## src/verilog/status_consts.vh

```
// constants of the converter status register logic
// assumes inclusion by bare name from the status flag module
`ifndef STATUS_CONSTS_VH
`define STATUS_CONSTS_VH

// ****************************************
// register addresses
// ****************************************
`define ADDR_STATUS 6'h00
`define ADDR_MODE 6'h01
`define ADDR_DATA 6'h04

// ****************************************
// status bit layout and reset value
// ****************************************
`define STATUS_RESET 8'h80
`define BIT_READY_N 7
`define BIT_RANGE_ERR 6
`define BIT_CSUM_ERR 5
`define BIT_INTEG_ERR 4
`define CHAN_MSB 3
`define CHAN_LSB 0

// ****************************************
// clamped results and frame lengths
// ****************************************
`define RESULT_FULL 24'hffffff
`define RESULT_ZERO 24'h000000
`define BITS_STATUS 6'h08
`define BITS_DATA 6'h18
`define BITS_DATA_STAT 6'h20

`endif

```

## src/verilog/conv_status_flags.v

```verilog
// status register, ready pin mirror and data read framing of the converter
// assumes a serial engine that decodes the communications byte and gives
// one-cycle strobes, all synchronous to SYS_CLK
`timescale 1ns/100ps
`default_nettype none
`include "status_consts.vh"

module conv_status_flags #(
    parameter DATA_W = 24,
    parameter SUM_W = 8
) (
    input wire SYS_CLK,
    input wire RST,
    input wire CS_N,
    input wire READ_BUSY,
    input wire RD_REQ,
    input wire [5:0] RD_ADDR,
    input wire WR_REQ,
    input wire [5:0] WR_ADDR,
    input wire WR_CSUM_BAD,
    input wire APPEND_STATUS,
    input wire CAL_MODE,
    input wire RESULT_STORE,
    input wire CAL_STORE,
    input wire [DATA_W-1:0] RESULT_RAW,
    input wire RESULT_OVER,
    input wire RESULT_UNDER,
    input wire [3:0] RESULT_CHAN,
    input wire INTEG_EN,
    input wire [SUM_W-1:0] REG_SUM,
    output reg [7:0] STATUS,
    output reg [DATA_W-1:0] DATA,
    output reg [31:0] READ_DATA,
    output reg [5:0] READ_BITS,
    output reg READ_VALID,
    output reg DOUT_RDY,
    output reg DOUT_OE,
    output reg FILTER_RESET
);

    // ****************************************
    // flag state
    // ****************************************
    reg ready_n_q, ready_n_d;
    reg range_q, range_d;
    reg csum_q, csum_d;
    reg integ_q, integ_d;
    reg [3:0] chan_q, chan_d;
    reg [DATA_W-1:0] data_d;
    reg [SUM_W-1:0] sum_ref_q;
    reg integ_en_q;
    wire store_evt;
    wire rd_status;
    wire rd_data;
    wire wr_mode;
    wire [7:0] status_now;
    wire [7:0] status_next;

    assign rd_status = RD_REQ && (RD_ADDR == `ADDR_STATUS);
    assign rd_data = RD_REQ && (RD_ADDR == `ADDR_DATA);
    assign wr_mode = WR_REQ && !WR_CSUM_BAD && (WR_ADDR == `ADDR_MODE);
    // calibration store replaces result store in calibration modes
    assign store_evt = CAL_MODE ? CAL_STORE : RESULT_STORE;
    assign status_now[`BIT_READY_N] = ready_n_q;
    assign status_now[`BIT_RANGE_ERR] = range_q;
    assign status_now[`BIT_CSUM_ERR] = csum_q;
    assign status_now[`BIT_INTEG_ERR] = integ_q;
    assign status_now[`CHAN_MSB:`CHAN_LSB] = chan_q;
    assign status_next[`BIT_READY_N] = ready_n_d;
    assign status_next[`BIT_RANGE_ERR] = range_d;
    assign status_next[`BIT_CSUM_ERR] = csum_d;
    assign status_next[`BIT_INTEG_ERR] = integ_d;
    assign status_next[`CHAN_MSB:`CHAN_LSB] = chan_d;

    // ****************************************
    // ready flag
    // ****************************************
    always @* begin
        ready_n_d = ready_n_q;
        if (rd_data || wr_mode) begin
            ready_n_d = 1'b1;
        end
        if (store_evt) begin
            ready_n_d = 1'b0;
        end
    end

    // ****************************************
    // range error, channel and stored result
    // ****************************************
    always @* begin
        range_d = range_q;
        chan_d = chan_q;
        data_d = DATA;
        if (RESULT_STORE && !CAL_MODE) begin
            range_d = RESULT_OVER | RESULT_UNDER;
            chan_d = RESULT_CHAN;
            if (RESULT_OVER) begin
                data_d = {DATA_W{1'b1}};
            end else if (RESULT_UNDER) begin
                data_d = {DATA_W{1'b0}};
            end else begin
                data_d = RESULT_RAW;
            end
        end
    end

    // ****************************************
    // checksum error flag
    // ****************************************
    always @* begin
        csum_d = csum_q;
        if (rd_status) begin
            csum_d = 1'b0;
        end
        if (WR_REQ && WR_CSUM_BAD) begin
            csum_d = 1'b1;
        end
    end

    // ****************************************
    // register integrity flag
    // ****************************************
    always @* begin
        integ_d = integ_q;
        if (!INTEG_EN) begin
            integ_d = 1'b0;
        end else if (integ_en_q && (REG_SUM != sum_ref_q)) begin
            integ_d = 1'b1;
        end
    end

    // ****************************************
    // registers
    // ****************************************
    // writes to the status address reach no flag except the checksum error flag, which any write with a bad checksum sets
    always @(posedge SYS_CLK or posedge RST) begin
        if (RST) begin
            ready_n_q <= 1'b1;
            range_q <= 1'b0;
            csum_q <= 1'b0;
            integ_q <= 1'b0;
            chan_q <= 4'h0;
            sum_ref_q <= {SUM_W{1'b0}};
            integ_en_q <= 1'b0;
            STATUS <= `STATUS_RESET;
            DATA <= {DATA_W{1'b0}};
            FILTER_RESET <= 1'b0;
        end else begin
            ready_n_q <= ready_n_d;
            range_q <= range_d;
            csum_q <= csum_d;
            integ_q <= integ_d;
            chan_q <= chan_d;
            integ_en_q <= INTEG_EN;
            if (INTEG_EN && !integ_en_q) begin
                sum_ref_q <= REG_SUM;
            end
            STATUS <= status_next;
            DATA <= data_d;
            FILTER_RESET <= wr_mode;
        end
    end

    // ****************************************
    // read framing, msb first
    // ****************************************
    always @(posedge SYS_CLK or posedge RST) begin
        if (RST) begin
            READ_DATA <= 32'h00000000;
            READ_BITS <= 6'h00;
            READ_VALID <= 1'b0;
        end else begin
            READ_VALID <= rd_status || rd_data;
            if (rd_status) begin
                READ_DATA <= {status_now, 24'h000000};
                READ_BITS <= `BITS_STATUS;
            end else if (rd_data) begin
                if (APPEND_STATUS) begin
                    READ_DATA <= {DATA, status_now};
                    READ_BITS <= `BITS_DATA_STAT;
                end else begin
                    READ_DATA <= {DATA, 8'h00};
                    READ_BITS <= `BITS_DATA;
                end
            end
        end
    end

    // ****************************************
    // ready mirror on shared output
    // ****************************************
    always @(posedge SYS_CLK or posedge RST) begin
        if (RST) begin
            DOUT_RDY <= 1'b1;
            DOUT_OE <= 1'b0;
        end else begin
            DOUT_RDY <= ready_n_d;
            DOUT_OE <= !CS_N && !READ_BUSY;
        end
    end

endmodule // conv_status_flags
`default_nettype wire

```

## config.mk

```make
export PLATFORM = sky130hd
export DESIGN_NAME = conv_status_flags
export DESIGN_NICKNAME = d
export VERILOG_FILES = /design/src/verilog/conv_status_flags.v
export VERILOG_INCLUDE_DIRS = /design/src /design/src/verilog
export SDC_FILE = /design/constraint.sdc
export NUM_CORES = 1
export LEC_CHECK = 0
export ABC_CLOCK_PERIOD_IN_PS = 2900
export BUFFER_PORTS_ARGS = -buffer_cell sky130_fd_sc_hd__buf_2
export CAP_MARGIN = 20
export CORE_UTILIZATION = 48
export CTS_CLUSTER_SIZE = 28
export DETAILED_ROUTE_END_ITERATION = 10
export PLACE_DENSITY_LB_ADDON = 0.15
export SLEW_MARGIN = 15
export SYNTH_ARGS = -nofsm -noshare
export SYNTH_HDL_FRONTEND = slang
export SYNTH_SLANG_ARGS = --single-unit
```

## constraint.sdc

```tcl
create_clock -name SYS_CLK -period 2.9 [get_ports SYS_CLK]
set_input_delay 0.435 -clock SYS_CLK [delete_from_list [all_inputs] [get_ports SYS_CLK]]
set_output_delay 0.435 -clock SYS_CLK [all_outputs]
set_load 0.005 [all_outputs]
```

# ---- Word-level counts from Yosys, hierarchy flattened
# Index checks and enable logic that the tools add are counted.
dict set report word_totals {
  mem_bits_rw 0
  romBits 0
  latch_bits 0
  ff_bits 90
  out_inout_bits 74
  memories 0
}
dict set report op_classes {
  multipliers 0
  muxes 17
  shift 0
  bitwise_logic 1
  order_cmp 0
  div 0
  add_sub_neg 0
  eq_ne 3
  n_reduce_logical 18
}
# cell count
set ops {}
lappend ops {{two-way mux 32 bit} 2}
lappend ops {{two-way mux 24 bit} 2}
lappend ops {{two-way mux 6 bit} 3}
lappend ops {{logical AND 1 bit} 9}
lappend ops {{two-way mux 1 bit} 8}
lappend ops {{two-way mux 8 bit} 1}
lappend ops {{!= test 8 bit} 1}
lappend ops {{== test 6 x 1 -> 1 bit, second input constant} 1}
lappend ops {{== test 6 x 3 -> 1 bit, second input constant} 1}
lappend ops {{zero test 6 bit} 1}
lappend ops {{zero test 1 bit} 5}
lappend ops {{two-way mux 4 bit} 1}
lappend ops {{logical OR 1 bit} 2}
lappend ops {{nonzero test 2 bit} 1}
lappend ops {{bitwise OR 1 bit} 1}

# ---- Longest topological paths before layout
dict set report logic_depth {
  word_depth 6
  ltp_mapped 6
  depth_no_buf 5
}

# ---- Worst setup path before layout
# Ideal clock, no wire load.
dict set report synth_timing {
  kind {in2reg}
  start {in RD_ADDR[1]}
  end {reg READ_BITS[3]}
  setup_slack_ns 1.491
  t_required_ns 2.775
  arrival_ns 1.284
  setup_ns 0.125
  path_buffers 0
  stages 4
  cell_sequence {nor4_2 > nand3b_2 > inv_1 > mux2_2}
}
dict set report synth_via {
  elab_chain_cells 3
  elab_cells_between_ends 6
  classes_between {eq/ne: 1; mux: 1; reduce/logical: 4}
}
# item line_no
set synth_lines {}
lappend synth_lines {{start: declaration} conv_status_flags.v:17} ;# input wire [5:0] RD_ADDR,
lappend synth_lines {{== test 6 x 3 -> 1 bit (no line) / zero test 6 bit (equally long branches)} -}
lappend synth_lines {{logical AND 1 bit (on tied branches)} {conv_status_flags.v:60, conv_status_flags.v:59}}
lappend synth_lines {{nonzero test 2 bit (no line) / two-way mux 6 bit (equally long branches)} -}
lappend synth_lines {{end signal: assignment} conv_status_flags.v:177} ;# READ_BITS <= `BITS_STATUS;
lappend synth_lines {{end signal: assignment} conv_status_flags.v:181} ;# READ_BITS <= `BITS_DATA_STAT;
lappend synth_lines {{end signal: assignment} conv_status_flags.v:184} ;# READ_BITS <= `BITS_DATA;
lappend synth_lines {{end: declaration} conv_status_flags.v:34} ;# output reg [5:0] READ_BITS,
# Parallel ways exist; a longest one is shown, timed or not.
# A chain may end at the register's enable or synchronous reset.

# ---- Worst setup path in the final report
# Same ends and word-level chain as after synthesis.

==> results.json <==
{
  "cts_tree": "done",
  "rsz0062_at_grt": "no",
  "worst-r2r-setup-slack_ps": 1470,
  "io_buffers": 132,
  "cts_buffers": 9,
  "cts_buffer_depth": 2,
  "crit_required_ps": 3130,
  "pre_cts_ws_ps": 990.4,
  "power_uw": 2626,
  "rr_worst_depth": 2,
  "slowest_stage": "mux2_2",
  "synth_xor_area_share_pct": 2.110,
  "drv_cap": 0,
  "via_per_inst": 5.011,
  "cpPeakStageDelay_ps": 340,
  "final.period_utilization_pct": 53.20,
  "clock_sinks": 79,
  "cts.repair.resized": 0,
  "relSlewSlack_pct": 40.71,
  "avgSynthCellArea_um2": 10.00,
  "routabilityCongestion": 0.7571,
  "timing.rr.end": "sum_ref_q[3]",
  "r2r-start": "integ_en_q",
  "start_kind": "primary input",
  "path_class": "in -> reg",
  "drt_wl_total_um": 7284,
  "hpwl_um": 4983,
  "synthSimpleGateAreaFrac_pct": 13.15,
  "crit_chain": "buf_2 > nor4_2 > nand3b_2 > buf_4 > inv_1 > mux2_2",
  "die_h_um": 85.18,
  "synthMuxAreaShare_pct": 6.820,
  "synth_cells": 332,
  "dr.pass1.iters": 4,
  "num_vias": 2656,
  "finalHoldViolCount": 0,
  "pin_count": 136,
  "tns_ps": 0,
  "setup.worst_path.end_class": "flop",
  "fin_skew_ps": 11.71,
  "yosys.area_share.adder_pct": 0,
  "path_delay_family": "buffers and inverters",
  "grt_max_degree": 71,
  "hold_class": "in -> async",
  "start_util_pct": 51.13,
  "path_max_fanout": 70,
  "syn-cell-area_um2": 3321,
  "yosysTopAreaCell": "dfrtp_1",
  "crit_buf_inv": 3,
  "ys_seq_area_share_pct": 59.57,
  "grt_pass1_vias": 2467,
  "grt_pass1_wl_um": 11900,
  "peakVddDrop_mv": 0.3424,
  "final_common_cell": "buf_2",
  "drive_gt1_share_pct": 36.87,
  "synth_top_area_share_pct": 58.78,
  "synth_top_family_by_area": "simple AND/OR/NAND/NOR gates",
  "fp.coreArea_um2": 6495,
  "grt_use_total_pct": 21.29,
  "worstSkewPairLatency_ps": 350,
  "fmax_mhz": 648.2,
  "synth_seq_cells": 79,
  "htree_levels": 3,
  "ant_nets": 0,
  "status": "completed",
  "leakage_uw": 0.002150,
  "setup_ws_ps": 1357,
  "yosys_warnings": 0,
  "tightestPinTransition_ps": 889.3,
  "setup_violations": 0,
  "cts_hold_buf": 0,
  "grt_overflow": 0,
  "drv_slew": 0,
  "antenna_found_initial": 0,
  "synth_compound_area_share_pct": 13.11,
  "clkSlewWorstSetupHoldPaths_ps": 80,
  "drt-initial-drc-count": 74,
  "root_buffer": "clkbuf_8",
  "wl_per_cell_um": 13.74,
  "drc_errors": 0,
  "period_needed_ps": 1543,
  "yosysUniqueCellTypes": 27,
  "cp.arrival_ps": 1770,
  "n_antenna_cell": 0,
  "yosys-top-cells-area": "dfrtp_1 59%, nand2_1 9.3%, o21ai_0 6.6%",
  "rows": 29,
  "post_cts_buffers": 0,
  "dieWidth_um": 85.18,
  "final_cell_mix": "132 x buf_2, 82 x nand2_1, 78 x dfrtp_1",
  "power.density_nw_per_um2": 629.7,
  "die_area_um2": 7255,
  "n_fill_cell": 578,
  "area_growth_pct": 25.58,
  "final_nets": 510
}
-- layout make-up --
cell class	instances	area (um2)	area share (%)
clock buffer	10	127.6	3.060
timing repair buffer	134	688.2	16.50
tap	77	96.34	2.310
sequential	79	1978	47.43
multi-input combinational	221	1182	28.35
inverter	3	12.51	0.3000
clock inverter	6	85.08	2.040
-- synth_stat cells --
| library cell | number |
|---|---|
| nand2b_1 | 2 |
| clkbuf_1 | 12 |
| nor2b_1 | 1 |
| inv_1 | 3 |
| buf_6 | 1 |
| buf_1 | 4 |
| nand2_1 | 82 |
| mux2i_1 | 8 |
| buf_4 | 7 |
| o211ai_1 | 1 |
| nand3_1 | 8 |
| nand3b_2 | 1 |
| nor4_2 | 1 |
| buf_2 | 7 |
| dfrtp_1 | 78 |
| o21ai_0 | 44 |
| or4bb_1 | 1 |
| nand4_1 | 2 |
| o21ai_1 | 16 |
| a211oi_1 | 1 |
| dfstp_2 | 1 |
| mux2_2 | 13 |
| a21oi_1 | 24 |
| conb_1 | 1 |
| or4_1 | 1 |
| nor2_1 | 4 |
| xnor2_1 | 8 |
-- report_power, final --
part / total (uW) / internal (uW) / switching (uW)
Combinational: 414 / 209 / 205
Clock: 878 / 482 / 396
Sequential: 1330 / 1240 / 94.2
-- registers in the layout, summed over array words and instances, names as in the netlist --
name          cells
READ_DATA        32
DATA             24
sum_ref_q         8
STATUS            4
READ_BITS         3
chan_q            3
DOUT_OE           1
DOUT_RDY          1
FILTER_RESET      1
READ_VALID        1
integ_en_q        1
-- cells by family (layout without fill, tap and decap cells) --
family	after synthesis	in the layout
AO/OA/AOI/OAI	86	86
XOR/XNOR	8	8
buffers and inverters	34	153
flip-flops	79	79
multiplexers	21	21
other	1	3
AND/OR/NAND/NOR	103	103
-- per-stage QoR --
| step | instances | cell area (um2) | hold WS, ps | util (%) |
|---|---|---|---|---|
| floorplan | 334 | 3328 | 466.4 | - |
| detailed placement | 514 | 3958 | 465.1 | 60.93 |
| global placement | 514 | 3958 | 458.1 | 60.93 |
| global route | 530 | 4170 | 183.5 | 64.21 |
| finish | 530 | 4170 | 136.7 | 64.21 |
| CTS | 530 | 4170 | 148.7 | 64.21 |
-- how the worst max path moves through the flow --
stage                     startpoint            to  cells after the start
after floorplan                  RST       DATA[0]                      1
after CTS                 RD_ADDR[1]  READ_BITS[3]                      6
after detailed placement  RD_ADDR[1]  READ_BITS[3]                      6
after global routing      RD_ADDR[1]  READ_BITS[3]                      6
final                     RD_ADDR[1]  READ_BITS[3]                      6
after global placement    RD_ADDR[1]  READ_BITS[3]                      6
-- routing by layer --
metal / vias to the layer above / track usage [%] / wire length (um) / share of wire, %
li1: 1338 / - / - / -
met1: 1197 / 28.62 / 3269 / 45
met2: 104 / 32.55 / 3269 / 45
met3: 17 / 5.253 / 540 / 7.4
met4: 0 / 10.32 / 204 / 2.8
met5: - / 0 / 0 / 0
Power figures use the tool's default switching activity.
